$ cat config.mk
export PLATFORM = sky130hd
export DESIGN_NAME = pcieeh_top
export DESIGN_NICKNAME = d
export VERILOG_FILES = /design/src/logic/pcieeh_pkg.sv /design/src/logic/pcieeh_acc_filt.sv /design/src/logic/pcieeh_err_log.sv /design/src/logic/pcieeh_top.sv
export SDC_FILE = /design/constraint.sdc
export NUM_CORES = 1
export LEC_CHECK = 0
export ABC_AREA = 0
export BUFFER_PORTS_ARGS = -buffer_cell sky130_fd_sc_hd__buf_2
export CAP_MARGIN = 20
export CELL_PAD_IN_SITES_DETAIL_PLACEMENT = 1
export CELL_PAD_IN_SITES_GLOBAL_PLACEMENT = 1
export CORE_MARGIN = 3
export CORE_UTILIZATION = 38
export DETAILED_ROUTE_END_ITERATION = 7
export MAX_ROUTING_LAYER = met4
export PLACE_DENSITY_LB_ADDON = 0.05
export SLEW_MARGIN = 0
export SYNTH_ARGS = -nofsm -noshare
export SYNTH_HDL_FRONTEND = slang
export SYNTH_SLANG_ARGS = --single-unit
$ cat constraint.sdc
create_clock -name clk -period 3.76 [get_ports clk]
set_clock_uncertainty 0.15 [all_clocks]
set_input_delay 1.128 -clock clk [delete_from_list [all_inputs] [get_ports clk]]
set_output_delay 1.128 -clock clk [all_outputs]
set_load 0.1 [all_outputs]
$ cat src/logic/pcieeh_pkg.sv
// Purpose: Shared constants for the endpoint error handling block
// Assumes: Byte offsets on a plain register port, 32-bit data
// Notes: One aligned word per register
package pcieeh_pkg;
    // ============
    // Register offsets
    localparam logic [7:0] REG_CTRL = 8'h00;
    localparam logic [7:0] REG_PCFG = 8'h04;
    localparam logic [7:0] REG_MASK = 8'h08;
    localparam logic [7:0] REG_SEV = 8'h0c;
    localparam logic [7:0] REG_STAT = 8'h10;
    localparam logic [7:0] REG_COR = 8'h14;
    localparam logic [7:0] REG_UNC = 8'h18;
    localparam logic [7:0] REG_HDR = 8'h1c;
    localparam logic [7:0] REG_CAP = 8'h20;
    // ============
    // Control bits
    localparam int CTL_DEVRST = 0;
    localparam int CTL_ECRCGEN = 1;
    localparam int CTL_ECRCCHK = 2;
    localparam int CTL_SERR = 3;
    localparam int CTL_URREP = 4;
    localparam int CTL_CORREP = 5;
    localparam int CTL_NFREP = 6;
    localparam int CTL_FREP = 7;
    // ============
    // Error indices, shared by mask, severity and status
    localparam int NERR = 5;
    localparam logic [2:0] ERR_POISON = 3'h0;
    localparam logic [2:0] ERR_TIMEOUT = 3'h1;
    localparam logic [2:0] ERR_URCA = 3'h2;
    localparam logic [2:0] ERR_UNEXP = 3'h3;
    localparam logic [2:0] ERR_ECRC = 3'h4;
    // ============
    // Mask, status and capability fields
    localparam int MSK_ADV = 8;
    localparam int MSK_ABR = 9;
    localparam int MSK_CPLF = 10;
    localparam int ST_ABORT = 0;
    localparam int ST_CPLF = 1;
    localparam int ST_HALT = 2;
    localparam int ST_LOGV = 3;
    localparam int ST_FEP = 4;
    localparam int CAP_ROLE = 0;
    localparam int CAP_GEN = 1;
    localparam int CAP_CHK = 2;
    // ============
    // Reset values and codes
    localparam int RETRY_W = 4;
    localparam logic [7:0] CTRL_RST = 8'h00;
    localparam logic [RETRY_W-1:0] PCFG_RST = 4'h2;
    localparam logic [10:0] MASK_RST = 11'h000;
    localparam logic [NERR-1:0] SEV_RST = 5'h00;
    localparam logic [2:0] CPL_UR = 3'h1;
    localparam logic [2:0] CPL_CA = 3'h4;
endpackage

$ cat src/logic/pcieeh_acc_filt.sv
// Purpose: Decide what a memory or I/O target access really does
// Assumes: Decoded access from the same clock domain
// Notes: Pure decode, registered by the caller
`timescale 1ns/1ps
module pcieeh_acc_filt (
    input wire logic accIsIo,
    input wire logic accWrite,
    input wire logic accAddrPartial,
    input wire logic [3:0] accBe,
    output logic wrEn,
    output logic [3:0] wrBe,
    output logic rdEn,
    output logic rdOnes,
    output logic cplOnly
);
    logic beNone;
    logic beFull;
    assign beNone = (accBe == 4'h0);
    assign beFull = (accBe == 4'hf);
    // ============
    // Decode; no path here raises an error
    always_comb begin
        wrEn = 1'b0;
        wrBe = accBe;
        rdEn = 1'b0;
        rdOnes = 1'b0;
        cplOnly = 1'b0;
        if (accIsIo) begin
            if (accAddrPartial) begin
                rdOnes = !accWrite;
            end else if (accWrite) begin
                wrEn = beFull;
            end else begin
                rdEn = 1'b1;
            end
        end else if (accWrite) begin
            // Byte enables honoured when partial nothing on zero length
            wrEn = !beNone;
        end else begin
            rdEn = !beNone;
            cplOnly = beNone;
        end
    end
endmodule

$ cat src/logic/pcieeh_err_log.sv
// Purpose: Error status, first error pointer and header log
// Assumes: At most one error event per cycle
// Notes: Hardware set wins over a same-cycle software clear
`timescale 1ns/1ps
module pcieeh_err_log
    import pcieeh_pkg::*;
(
    input wire logic clk,
    input wire logic rst,
    input wire logic evt,
    input wire logic adv,
    input wire logic [2:0] idx,
    input wire logic [31:0] hdr,
    input wire logic advMask,
    input wire logic [pcieeh_pkg::NERR-1:0] uncMask,
    input wire logic clrCor,
    input wire logic [pcieeh_pkg::NERR-1:0] clrUnc,
    output logic corAdv,
    output logic [pcieeh_pkg::NERR-1:0] unc,
    output logic [2:0] fep,
    output logic logValid,
    output logic [31:0] hdrLog
);
    import pcieeh_pkg::*;
    typedef struct packed {
        logic corAdv;
        logic [NERR-1:0] unc;
        logic [2:0] fep;
        logic logValid;
        logic [31:0] hdrLog;
    } pcieeh_log_t;
    pcieeh_log_t s_r;
    pcieeh_log_t s_nxt;
    logic [NERR-1:0] hit;
    assign hit = NERR'(1) << idx;
    always_comb begin
        s_nxt = s_r;
        if (clrCor) begin
            s_nxt.corAdv = 1'b0;
        end
        s_nxt.unc = s_r.unc & ~clrUnc;
        // Freeing the pointed-to status frees the log
        if ((clrUnc & (NERR'(1) << s_r.fep)) != '0) begin
            s_nxt.logValid = 1'b0;
        end
        if (evt) begin
            if (adv) begin
                s_nxt.corAdv = 1'b1;
            end
            if (!adv || !advMask) begin
                s_nxt.unc = s_nxt.unc | hit;
                if (((uncMask & hit) == '0) && !s_r.logValid) begin
                    s_nxt.fep = idx;
                    s_nxt.hdrLog = hdr;
                    s_nxt.logValid = 1'b1;
                end
            end
        end
    end
    always_ff @(posedge clk) begin
        if (rst) begin
            s_r <= '0;
        end else begin
            s_r <= s_nxt;
        end
    end
    assign corAdv = s_r.corAdv;
    assign unc = s_r.unc;
    assign fep = s_r.fep;
    assign logValid = s_r.logValid;
    assign hdrLog = s_r.hdrLog;
endmodule

$ cat src/logic/pcieeh_top.sv
// Purpose: Transaction-layer error handling of a PCIe endpoint function
// Assumes: Receive, timeout and access events are one-cycle strobes on clk
// Notes: One error event is logged per cycle, in fixed priority
//
// What this block does
// - Poisoned TLP is retried up to the programmed count, then dropped.
// - After poison failure, master requests stop until device reset.
// - ECRC appended to transmitted TLPs when generation enabled; capability from memory.
// - ECRC checked when check enabled; check capability from memory.
// - TLP failing ECRC is discarded and reported.
// - Zero-length memory write changes nothing and succeeds silently.
// - Partial memory read acts as a full read with its side effects.
// - Zero-length memory read completes without touching the register.
// - No error for partial or zero-length memory accesses.
// - I/O partial on address: write discarded, read returns all ones.
// - I/O partial on data only: write discarded, read performed.
// - Lower layer error suppresses higher layer reports for that packet.
// - Unsuccessful completion is dropped and raises an interrupt when mask bit MSK_CPLF is set.
// - Role-based error reporting capability reads as one.
// - System-error enable also enables unsupported-request reporting.
// - Advisory error sets advisory status, then consults advisory mask.
// - Unmasked advisory sets uncorrectable status and logs if log free.
// - Advisory error sends correctable message only if enabled, never non-fatal.
// - Non-fatal UR/CA, retried timeout, poison, unexpected completion are advisory.
// - UR or CA on DMA halts mastering, sets abort flag, maybe interrupts.
// - Device reset bit resumes mastering, flushes link work, resets port.
// - Non-fatal timeout retried once with advisory; second failure uncorrectable.
`timescale 1ns/1ps
module pcieeh_top
    import pcieeh_pkg::*;
(
    input wire logic clk,
    input wire logic rst,
    input wire logic [7:0] regAddr,
    input wire logic [31:0] regWdata,
    input wire logic regWr,
    input wire logic regRd,
    output logic [31:0] regRdata,
    input wire logic nvmCapLoad,
    input wire logic nvmEcrcGenCap,
    input wire logic nvmEcrcChkCap,
    input wire logic rxValid,
    input wire logic rxPhyErr,
    input wire logic rxDllErr,
    input wire logic rxEcrcErr,
    input wire logic rxPoison,
    input wire logic rxIsCpl,
    input wire logic rxUnexpected,
    input wire logic rxDma,
    input wire logic [2:0] rxCplStatus,
    input wire logic [31:0] rxHeader,
    input wire logic cplTimeout,
    input wire logic accValid,
    input wire logic accIsIo,
    input wire logic accWrite,
    input wire logic accAddrPartial,
    input wire logic [3:0] accBe,
    output logic rxDeliver,
    output logic rxDrop,
    output logic poisonRetry,
    output logic cplReissue,
    output logic masterEn,
    output logic portReset,
    output logic txEcrcAppend,
    output logic ecrcCheckOn,
    output logic irqReq,
    output logic msgCor,
    output logic msgNonFatal,
    output logic msgFatal,
    output logic phyErrRep,
    output logic dllErrRep,
    output logic accWrEn,
    output logic [3:0] accWrBe,
    output logic accRdEn,
    output logic accRdOnes,
    output logic accCplOnly
);
    import pcieeh_pkg::*;
    // ============
    // State
    typedef struct packed {
        logic [7:0] ctrl;
        logic [RETRY_W-1:0] pcfg;
        logic [10:0] mask;
        logic [NERR-1:0] sev;
        logic [RETRY_W-1:0] pcnt;
        logic abortFlag;
        logic cplFail;
        logic masterOn;
        logic capGen;
        logic capChk;
        logic toRetried;
        logic portRst;
        logic [31:0] rdata;
        logic deliver;
        logic drop;
        logic pRetry;
        logic reissue;
        logic irq;
        logic mCor;
        logic mNf;
        logic mF;
        logic phyRep;
        logic dllRep;
        logic wrEn;
        logic [3:0] wrBe;
        logic rdEn;
        logic rdOnes;
        logic cplOnly;
    } pcieeh_st_t;
    localparam pcieeh_st_t ST_RST = '{
        ctrl: CTRL_RST, pcfg: PCFG_RST, mask: MASK_RST, sev: SEV_RST,
        masterOn: 1'b1, default: '0};
    pcieeh_st_t s_r;
    pcieeh_st_t s_nxt;
    // ============
    // Helpers and submodules
    logic fWrEn;
    logic [3:0] fWrBe;
    logic fRdEn;
    logic fRdOnes;
    logic fCplOnly;
    logic logEvt;
    logic logAdv;
    logic [2:0] logIdx;
    logic clrCor;
    logic [NERR-1:0] clrUnc;
    logic corAdv;
    logic [NERR-1:0] uncSt;
    logic [2:0] fep;
    logic logValid;
    logic [31:0] hdrLog;
    logic logRst;
    assign logRst = rst | s_r.portRst;
    assign clrCor = regWr && (regAddr == REG_COR) && regWdata[0];
    assign clrUnc = (regWr && (regAddr == REG_UNC)) ? regWdata[NERR-1:0] : '0;
    pcieeh_acc_filt u_filt (
        .accIsIo(accIsIo),
        .accWrite(accWrite),
        .accAddrPartial(accAddrPartial),
        .accBe(accBe),
        .wrEn(fWrEn),
        .wrBe(fWrBe),
        .rdEn(fRdEn),
        .rdOnes(fRdOnes),
        .cplOnly(fCplOnly)
    );
    pcieeh_err_log u_log (
        .clk(clk),
        .rst(logRst),
        .evt(logEvt),
        .adv(logAdv),
        .idx(logIdx),
        .hdr(rxHeader),
        .advMask(s_r.mask[MSK_ADV]),
        .uncMask(s_r.mask[NERR-1:0]),
        .clrCor(clrCor),
        .clrUnc(clrUnc),
        .corAdv(corAdv),
        .unc(uncSt),
        .fep(fep),
        .logValid(logValid),
        .hdrLog(hdrLog)
    );
    // ============
    // Receive path classification
    logic tlOk;
    logic ecrcBad;
    logic poisonEv;
    logic unexpEv;
    logic cplBad;
    logic urcaEv;
    logic toEv;
    logic corEn;
    logic nfEn;
    logic fEn;
    logic urEn;
    // Lower layer error hides the packet from upper layers
    assign tlOk = rxValid && !rxPhyErr && !rxDllErr;
    assign ecrcBad = tlOk && s_r.ctrl[CTL_ECRCCHK] && rxEcrcErr;
    assign poisonEv = tlOk && !ecrcBad && rxPoison;
    assign unexpEv = tlOk && !ecrcBad && !rxPoison && rxIsCpl && rxUnexpected;
    assign cplBad = tlOk && !ecrcBad && !rxPoison && rxIsCpl && !rxUnexpected
        && (rxCplStatus != 3'h0);
    assign urcaEv = cplBad && ((rxCplStatus == CPL_UR) || (rxCplStatus == CPL_CA));
    assign toEv = cplTimeout;
    assign corEn = s_r.ctrl[CTL_CORREP] || s_r.ctrl[CTL_SERR];
    assign nfEn = s_r.ctrl[CTL_NFREP] || s_r.ctrl[CTL_SERR];
    assign fEn = s_r.ctrl[CTL_FREP] || s_r.ctrl[CTL_SERR];
    assign urEn = s_r.ctrl[CTL_URREP] || s_r.ctrl[CTL_SERR];
    // ============
    // Next state
    always_comb begin
        logic unmasked;
        logic fatalSev;
        unmasked = 1'b0;
        fatalSev = 1'b0;
        s_nxt = s_r;
        logEvt = 1'b0;
        logAdv = 1'b0;
        logIdx = ERR_POISON;
        s_nxt.rdata = '0;
        s_nxt.portRst = 1'b0;
        s_nxt.deliver = 1'b0;
        s_nxt.drop = 1'b0;
        s_nxt.pRetry = 1'b0;
        s_nxt.reissue = 1'b0;
        s_nxt.irq = 1'b0;
        s_nxt.mCor = 1'b0;
        s_nxt.mNf = 1'b0;
        s_nxt.mF = 1'b0;
        s_nxt.phyRep = rxValid && rxPhyErr;
        s_nxt.dllRep = rxValid && rxDllErr && !rxPhyErr;
        // Target access decode; halt never blocks register service
        s_nxt.wrEn = accValid && fWrEn;
        s_nxt.wrBe = fWrBe;
        s_nxt.rdEn = accValid && fRdEn;
        s_nxt.rdOnes = accValid && fRdOnes;
        s_nxt.cplOnly = accValid && fCplOnly;
        if (nvmCapLoad) begin
            s_nxt.capGen = nvmEcrcGenCap;
            s_nxt.capChk = nvmEcrcChkCap;
        end
        // Software writes first so hardware sets below win
        if (regWr) begin
            case (regAddr)
                REG_CTRL: s_nxt.ctrl = regWdata[7:0] & ~8'h01;
                REG_PCFG: s_nxt.pcfg = regWdata[RETRY_W-1:0];
                REG_MASK: s_nxt.mask = regWdata[10:0];
                REG_SEV: s_nxt.sev = regWdata[NERR-1:0];
                REG_STAT: begin
                    if (regWdata[ST_ABORT]) begin
                        s_nxt.abortFlag = 1'b0;
                    end
                    if (regWdata[ST_CPLF]) begin
                        s_nxt.cplFail = 1'b0;
                    end
                end
                default: ;
            endcase
        end
        if (regRd) begin
            case (regAddr)
                REG_CTRL: s_nxt.rdata = {24'h000000, s_r.ctrl};
                REG_PCFG: s_nxt.rdata = {28'h0000000, s_r.pcfg};
                REG_MASK: s_nxt.rdata = {21'h000000, s_r.mask};
                REG_SEV: s_nxt.rdata = {27'h0000000, s_r.sev};
                REG_STAT: s_nxt.rdata = {25'h0000000, fep, logValid, !s_r.masterOn,
                    s_r.cplFail, s_r.abortFlag};
                REG_COR: s_nxt.rdata = {31'h00000000, corAdv};
                REG_UNC: s_nxt.rdata = {27'h0000000, uncSt};
                REG_HDR: s_nxt.rdata = hdrLog;
                // Role-based reporting always advertised
                REG_CAP: s_nxt.rdata = {29'h00000000, s_r.capChk, s_r.capGen, 1'b1};
                default: s_nxt.rdata = '0;
            endcase
        end
        // Good packets pass; every error path drops except a poison retry
        s_nxt.deliver = tlOk && !ecrcBad && !poisonEv && !unexpEv && !cplBad;
        s_nxt.drop = rxValid && !s_nxt.deliver && !poisonEv;
        if (s_nxt.deliver) begin
            s_nxt.pcnt = '0;
        end
        if (s_nxt.deliver && rxIsCpl) begin
            s_nxt.toRetried = 1'b0;
        end
        // Single logger slot: ECRC, poison, unexpected, UR/CA, timeout
        if (ecrcBad) begin
            logEvt = 1'b1;
            logIdx = ERR_ECRC;
        end else if (poisonEv) begin
            logEvt = 1'b1;
            logIdx = ERR_POISON;
            if (s_r.pcnt < s_r.pcfg) begin
                s_nxt.pRetry = 1'b1;
                s_nxt.pcnt = s_r.pcnt + 1'b1;
            end else begin
                s_nxt.drop = 1'b1;
                s_nxt.masterOn = 1'b0;
                s_nxt.pcnt = '0;
            end
        end else if (unexpEv) begin
            logEvt = 1'b1;
            logIdx = ERR_UNEXP;
        end else if (urcaEv) begin
            logEvt = 1'b1;
            logIdx = ERR_URCA;
        end else if (toEv) begin
            logEvt = 1'b1;
            logIdx = ERR_TIMEOUT;
        end
        // Non-fatal severity makes these advisory, except ECRC and a second timeout
        fatalSev = s_r.sev[logIdx];
        logAdv = logEvt && !fatalSev && (logIdx != ERR_ECRC);
        if (logEvt && (logIdx == ERR_TIMEOUT) && !fatalSev) begin
            if (!s_r.toRetried) begin
                s_nxt.reissue = 1'b1;
                s_nxt.toRetried = 1'b1;
            end else begin
                logAdv = 1'b0;
                s_nxt.toRetried = 1'b0;
            end
        end
        unmasked = !s_r.mask[logIdx];
        if (logEvt && logAdv) begin
            s_nxt.mCor = corEn;
        end else if (logEvt && unmasked) begin
            if (logIdx == ERR_URCA) begin
                s_nxt.mNf = !fatalSev && urEn && nfEn;
                s_nxt.mF = fatalSev && urEn && fEn;
            end else begin
                s_nxt.mNf = !fatalSev && nfEn;
                s_nxt.mF = fatalSev && fEn;
            end
        end
        if (cplBad) begin
            s_nxt.cplFail = 1'b1;
            s_nxt.irq = s_r.mask[MSK_CPLF];
        end
        if (urcaEv && rxDma) begin
            s_nxt.masterOn = 1'b0;
            s_nxt.abortFlag = 1'b1;
            s_nxt.irq = s_nxt.irq || s_r.mask[MSK_ABR];
        end
        // Device reset flushes the port and releases the master
        if (regWr && (regAddr == REG_CTRL) && regWdata[CTL_DEVRST]) begin
            s_nxt = ST_RST;
            s_nxt.capGen = s_r.capGen;
            s_nxt.capChk = s_r.capChk;
            s_nxt.portRst = 1'b1;
        end
    end
    always_ff @(posedge clk) begin
        if (rst) begin
            s_r <= ST_RST;
        end else begin
            s_r <= s_nxt;
        end
    end
    // ============
    // Outputs, all flops
    assign regRdata = s_r.rdata;
    assign rxDeliver = s_r.deliver;
    assign rxDrop = s_r.drop;
    assign poisonRetry = s_r.pRetry;
    assign cplReissue = s_r.reissue;
    assign masterEn = s_r.masterOn;
    assign portReset = s_r.portRst;
    assign txEcrcAppend = s_r.ctrl[CTL_ECRCGEN];
    assign ecrcCheckOn = s_r.ctrl[CTL_ECRCCHK];
    assign irqReq = s_r.irq;
    assign msgCor = s_r.mCor;
    assign msgNonFatal = s_r.mNf;
    assign msgFatal = s_r.mF;
    assign phyErrRep = s_r.phyRep;
    assign dllErrRep = s_r.dllRep;
    assign accWrEn = s_r.wrEn;
    assign accWrBe = s_r.wrBe;
    assign accRdEn = s_r.rdEn;
    assign accRdOnes = s_r.rdOnes;
    assign accCplOnly = s_r.cplOnly;
endmodule

# After elaboration in Yosys (flattened, before gate mapping)
# Index checks and enable logic that the tools add are counted.
[word_totals]
elab_cells = 229
register_bits = 130
out_inout_bits = 54
inputBits = 99
[classes]
n_addsub = 1
mux = 66
reduce_logical = 96
n_bitwise = 12
n_lt_le_gt_ge = 3
n_shift = 2
n_eq_ne = 16
[op_table]
columns = ["cell", "count"]
rows = [
  ["one-hot mux 32 bit (9 select lines)", 1],
  ["two-way mux 51 bit", 1],
  ["logical AND 1 bit", 44],
  ["two-way mux 1 bit", 42],
  ["two-way mux 42 bit", 1],
  ["two-way mux 41 bit", 1],
  ["two-way mux 36 bit", 1],
  ["== test 8 x 5 -> 1 bit, second input constant", 4],
  ["two-way mux 32 bit", 1],
  ["two-way mux 2 bit", 10],
  ["zero test 1 bit", 17],
  ["== test 8 x 4 -> 1 bit, second input constant", 2],
  ["two-way mux 4 bit", 4],
  ["nonzero test 2 bit", 8],
  ["bitwise AND 5 bit", 3],
  ["AND reduction 3 bit", 4],
  ["AND reduction 2 bit", 5],
  ["<< shifter 1 x 3 -> 5 bit, first input constant", 2],
  ["OR reduction 3 bit", 3],
  ["== test 8 x 3 -> 1 bit, second input constant", 1],
  ["== test 8 x 6 -> 1 bit, second input constant", 1],
  ["zero test 8 bit", 1],
  ["OR reduction 4 bit", 2],
  ["logical OR 1 bit", 7],
  ["other kinds (22)", 30],
]

# Logic depth before layout (Yosys ltp)
[logic_depth]
word_depth = 27
mapped_depth = 10
ltp_nobuf = 7

# Hierarchy
# A second synthesis with hierarchy kept.
[unflattened]
hier_cells = 638
hier_area_um2 = 5896.9
[modules_own_cells]
columns = ["module", "area_each_um2", "cells_per_inst", "instances", "seq_area_each_um2"]
rows = [
  ["pcieeh_top", 3834.9, 431, 1, 1761.7],
  ["pcieeh_err_log", 1979.4, 194, 1, 840.8],
  ["pcieeh_acc_filt", 82.6, 13, 1, 0.0],
]

# Least setup slack after synthesis
# Ideal clock, no wire load.
[synth_path]
path_type = "input port to flip-flop"
start = "in regAddr[7]"
end = "reg s_r[66] (netlist name)"
t_required_ns = 3.478
path_slack_ns = 0.682
setup_ns = 0.132
arrival_time_ns = 2.796
path_stages = 9
n_path_buf = 3
path_cell_list = "or4_1 -> clkbuf_1 -> nor3_2 -> and2_1 -> buf_2 -> nand2_1 -> clkbuf_1 -> nand2_1 -> a21oi_1"
[synth_between]
elab_chain_len = 4
word_cells_on_any_way = 6
cone_classes = "eq/ne (1); reduce/logical (5)"
[synth_lines]
columns = ["item", "line", "rtl"]
rows = [
  ["start: declaration", "pcieeh_top.sv:34", "input wire logic [7:0] regAddr,"],
  ["zero test 8 bit", "pcieeh_top.sv:326", "if (regWr && (regAddr == REG_CTRL) && regWdata[CTL_DEVRST]) begin"],
  ["logical AND 1 bit (2 in a row)", "pcieeh_top.sv:326", ""],
  ["OR reduction 2 bit (no line)", "-", ""],
  ["end signal: assignment", "pcieeh_top.sv:337", "s_r <= s_nxt;"],
  ["end: declaration", "pcieeh_top.sv:114", "pcieeh_st_t s_r;"],
]
# Several ways; a longest one is shown, not always the timed one.
# A chain may end at the register's enable or synchronous reset.

# Worst setup path after layout
[layout_path]
start = "in rxPhyErr"
end = "reg u_log.s_r (netlist bit u_log.hdrLog[7])"
[layout_between]
elab_chain_len = 26
word_cells_on_any_way = 40
cone_classes = "eq/ne (2); shift (1); mux (12); bitwise (1); reduce/logical (24)"
[layout_lines]
columns = ["item", "line", "rtl"]
rows = [
  ["start: declaration", "pcieeh_top.sv:43", "input wire logic rxPhyErr,"],
  ["zero test 1 bit *", "pcieeh_top.sv:179", "assign tlOk = rxValid && !rxPhyErr && !rxDllErr;"],
  ["logical AND 1 bit * (2 in a row)", "pcieeh_top.sv:179", ""],
  ["logical AND 1 bit (2 in a row)", "pcieeh_top.sv:180", "assign ecrcBad = tlOk && s_r.ctrl[CTL_ECRCCHK] && rxEcrcErr;"],
  ["zero test 1 bit", "pcieeh_top.sv:181, pcieeh_top.sv:182, pcieeh_top.sv:183", ""],
  ["logical AND 1 bit", "pcieeh_top.sv:181, pcieeh_top.sv:182, pcieeh_top.sv:183", ""],
  ["logical AND 1 bit (2 in a row)", "pcieeh_top.sv:182, pcieeh_top.sv:183", ""],
  ["logical AND 1 bit", "pcieeh_top.sv:183", "assign cplBad = tlOk && !ecrcBad && !rxPoison && rxIsCpl && !rxUnexpected"],
  ["logical AND 1 bit", "pcieeh_top.sv:184", "&& (rxCplStatus != 3'h0);"],
  ["[... 6 more ...]", "-", ""],
  ["two-way mux 1 bit (not written as such)", "pcieeh_top.sv:293", "fatalSev = s_r.sev[logIdx];"],
  ["zero test 1 bit", "pcieeh_top.sv:294, pcieeh_top.sv:295", ""],
  ["logical AND 1 bit (2 in a row)", "pcieeh_top.sv:294", "logAdv = logEvt && !fatalSev && (logIdx != ERR_ECRC);"],
  ["two-way mux 1 bit", "pcieeh_top.sv:296", "if (!s_r.toRetried) begin"],
  ["two-way mux 1 bit", "pcieeh_top.sv:295", "if (logEvt && (logIdx == ERR_TIMEOUT) && !fatalSev) begin"],
  ["zero test 1 bit", "pcieeh_err_log.sv:50", "if (!adv || !advMask) begin"],
  ["logical OR 1 bit", "pcieeh_err_log.sv:50", ""],
  ["AND reduction 3 bit (no line) *", "-", ""],
  ["end signal: assignment", "pcieeh_err_log.sv:64", "s_r <= s_nxt;"],
  ["end: declaration", "pcieeh_err_log.sv:32", "pcieeh_log_t s_r;"],
]
# Mark *: on every way between the ends. The rest lies on a longest branch, timed or not. The select of a mux whose other input is x is not followed.

==> impl_metrics.env <==
export IMPL_grt_busiest_layer="met2"
export IMPL_leakagePower_nw=3.00
export IMPL_grtUsageMet3_pct=4.10
export IMPL_slew_headroom_pct=56.4
export IMPL_yosysWarnings=0
export IMPL_p_per_area_nw_per_um2=474
export IMPL_finalInstanceArea_um2=6740
export IMPL_final_nets=846
export IMPL_cp_slowest_cell="or3b_1"
export IMPL_grt_overflow=0
export IMPL_coreArea_um2=14100
export IMPL_chipWidth_um=128
export IMPL_finalPower_mw=3.20
export IMPL_clk_latency_ns=0.42
export IMPL_grt_pass1_vias=5058
export IMPL_peakVddDrop_mv=0.227
export IMPL_gp_congestion=0.853
export IMPL_grt_max_degree=70
export IMPL_placed_area_um2=6200
export IMPL_met1_usage_pct=25.0
export IMPL_synth_top_family_by_area="simple AND/OR/NAND/NOR gates"
export IMPL_htreeDepth=4
export IMPL_cts_root_buf="clkbuf_16"
export IMPL_cts_sinks=130
export IMPL_fin_tns_setup_ns=0
export IMPL_finalCritPeriodShare_pct=84.5
export IMPL_setup_viol=0
export IMPL_fin_cells=936
export IMPL_cp_end_kind="flip-flop"
export IMPL_start_kind="primary input"
export IMPL_cts_tree="done"
export IMPL_first_iter_violations=219
export IMPL_finalWirelength_mm=15.7
export IMPL_required_ns=3.95
export IMPL_max_stage_delay_ns=0.51
export IMPL_synthSimpleGateAreaFrac_pct=21.9
export IMPL_dp_hpwl_mm=11.8
export IMPL_drcViolationCount=0
export IMPL_avgSynthCellArea_um2=8.65
export IMPL_io_buffers=131
export IMPL_placement_rows=43
export IMPL_vias=4838
export IMPL_cp_num_buf_inv=2
export IMPL_period_minus_slack_ns=3.18
export IMPL_status="complete, no violations"
export IMPL_syn_nets=753
export IMPL_worstSetupPathType="primary input to flip-flop"
export IMPL_synthCells=650
export IMPL_synth_top_flop_cell="dfxtp_1"
export IMPL_regArea_um2=2600
export IMPL_rsz0062_at_grt="no"
export IMPL_cts_resized=0
export IMPL_synth_mux_area_share_pct=8.48
export IMPL_area_growth_pct=19.9
export IMPL_drive_gt1_share_pct=25.9
export IMPL_grt_use_total_pct=20.4
export IMPL_final_cell_mix="131 x buf_2, 130 x dfxtp_1, 125 x nand2_1"
export IMPL_crit_fanout=16
export IMPL_maxCapViolations=0
export IMPL_die_area_um2=16300
export IMPL_io_pins=153
export IMPL_antenna_found_initial=0
export IMPL_synthArstFlopShare_pct=0
export IMPL_min_path_type="flip-flop to flip-flop"
export IMPL_fp_dieH_um=128
export IMPL_post_cts_buffers=0
export IMPL_tightestPinTransition_ns=0.653
export IMPL_final_common_cell="buf_2"
export IMPL_dpl_cell_count=904
export IMPL_drt_antenna_violating_nets=0
export IMPL_yosysUniqueCellTypes=58
export IMPL_synth_compound_area_share_pct=13.3
export IMPL_drv_slew=0
export IMPL_ctsHoldBuffers=0
export IMPL_cts_buffer_depth=2
export IMPL_cp_top_family="simple AND/OR/NAND/NOR gates"
export IMPL_avgRoutedWirePerCell_um=16.8
export IMPL_synthXorXnorAreaFrac_pct=0.312
export IMPL_filler_cell_count=1705
export IMPL_r2r_slack_ns=1.28
export IMPL_drt_vias_per_instance=5.17
export IMPL_synth_fa_ha_area_share_pct=0.890
export IMPL_synth_seq_area_share_pct=46.3
export IMPL_initial_core_util_pct=39.7
export IMPL_cts_made_buffers=17
export IMPL_crit_chain="buf_2 -> or3b_1 -> nor3_1 -> a211oi_2 -> o211ai_1 -> or2_2 -> buf_4 -> mux2i_1"
export IMPL_critPathArrivalTime_ns=3.36
export IMPL_multi_input_area_um2=2540
export IMPL_synth_seq_cells=130
export IMPL_num_antenna_cells=0
export IMPL_hold_viol_final=0
export IMPL_clk_pin_slew_ns=0.06
export IMPL_grtUsageMet2_pct=33.4
export IMPL_fmax_ghz=0.315
export IMPL_firstDrtPassIters=4
export IMPL_syn_area_um2=5620
export IMPL_grt_pass1_wl_mm=25.6
export IMPL_synth_edf_count=0
## power breakdown
part	switching, mW	leakage [nW]	internal (mW)
combinational	0.177	1.69	0.101
clock	0.637	0.259	0.844
sequential	0.0204	1.06	1.42
total	0.834	3.00	2.36
## worst paths after layout
path	start	to	cells after the start
setup reg to reg	ecrcCheckOn	u_log.hdrLog[7]	7
hold / removal	u_log.hdrLog[20]	regRdata[20]	1
setup / recovery	rxPhyErr	u_log.hdrLog[7]	8
hold reg to reg	u_log.hdrLog[20]	regRdata[20]	1
## cell usage after synthesis, types with 3 or more instances
| library cell | number | share of area [%] |
|---|---|---|
| nand3_1 | 15 | 1.3 |
| ha_1 | 4 | 0.89 |
| a22oi_1 | 14 | 1.9 |
| dfxtp_1 | 130 | 46 |
| inv_1 | 12 | 0.80 |
| and2_1 | 30 | 3.3 |
| o211ai_1 | 3 | 0.40 |
| nand4_1 | 4 | 0.45 |
| clkbuf_1 | 27 | 1.8 |
| buf_4 | 36 | 4.8 |
| buf_6 | 5 | 1.0 |
| nor3_1 | 10 | 0.89 |
| nand2_1 | 125 | 8.3 |
| and3_1 | 4 | 0.45 |
| mux2i_1 | 42 | 7.5 |
| nor2_1 | 47 | 3.1 |
| a21o_1 | 4 | 0.53 |
| or2_2 | 4 | 0.45 |
| nor3b_1 | 5 | 0.67 |
| a21oi_1 | 49 | 4.4 |
| o41ai_1 | 3 | 0.47 |
| a22o_1 | 3 | 0.47 |
| a31oi_1 | 5 | 0.56 |
| o21ai_0 | 21 | 1.9 |
| mux2_2 | 3 | 0.60 |
| nor2b_1 | 5 | 0.56 |
| nand2b_1 | 3 | 0.33 |
## per-stage QoR
step | hold WS (ns) | utilization (%) | worst slack [ns]
detailed placement | 0.291 | 43.8 | 0.181
global placement | 0.283 | 43.8 | 0.274
CTS | 0.305 | 47.6 | 0.600
global route | 0.325 | 47.6 | 0.442
finish | 0.302 | 47.6 | 0.584
floorplan | 0.277 | - | 0.682
## flip-flops by register name, indices dropped and copies added, names as in the netlist, 3 cells and up
| signal | cells |
|---|---|
| u_log.fep | 3 |
| u_log.hdrLog | 32 |
| regRdata | 32 |
| s_r | 34 |
| u_log.unc | 5 |
| accWrBe | 4 |
## metal layers
layer / part of all wire (%) / routed length [um] / vias up
met5: 0 / 0 / -
li1: - / - / 2370
met4: 1.9 / 293 / 0
met1: 45 / 7030 / 2331
met3: 4.5 / 704 / 22
met2: 49 / 7670 / 115
## worst reg2reg max path, stage by stage, from the launching register on
cell      delay [ns]
dfxtp_1         0.49
a21oi_1         0.21
nor3_1          0.33
a211oi_2        0.10
o211ai_1        0.34
or2_2           0.24
buf_4           0.29
mux2i_1         0.26
## cell families (layout without fill, tap and decap cells)
kind of cell,after synthesis,count (layout)
AO/OA/AOI/OAI,119,119
XOR/XNOR,2,2
adder cells (fa/ha/maj),4,4
buffers and inverters,85,191
flip-flops,130,130
multiplexers,46,46
AND/OR/NAND/NOR,264,264
## area by class of cell
class / count / area share (%)
Timing Repair Buffer: 146 / 11.6
Multi-Input combinational cell: 435 / 37.7
Clock inverter: 15 / 1.67
Sequential cell: 130 / 38.6
Clock buffer: 17 / 6.31
Tap cell: 180 / 3.34
Inverter: 13 / 0.724
Note: power is estimated with default switching activity, not from simulation.
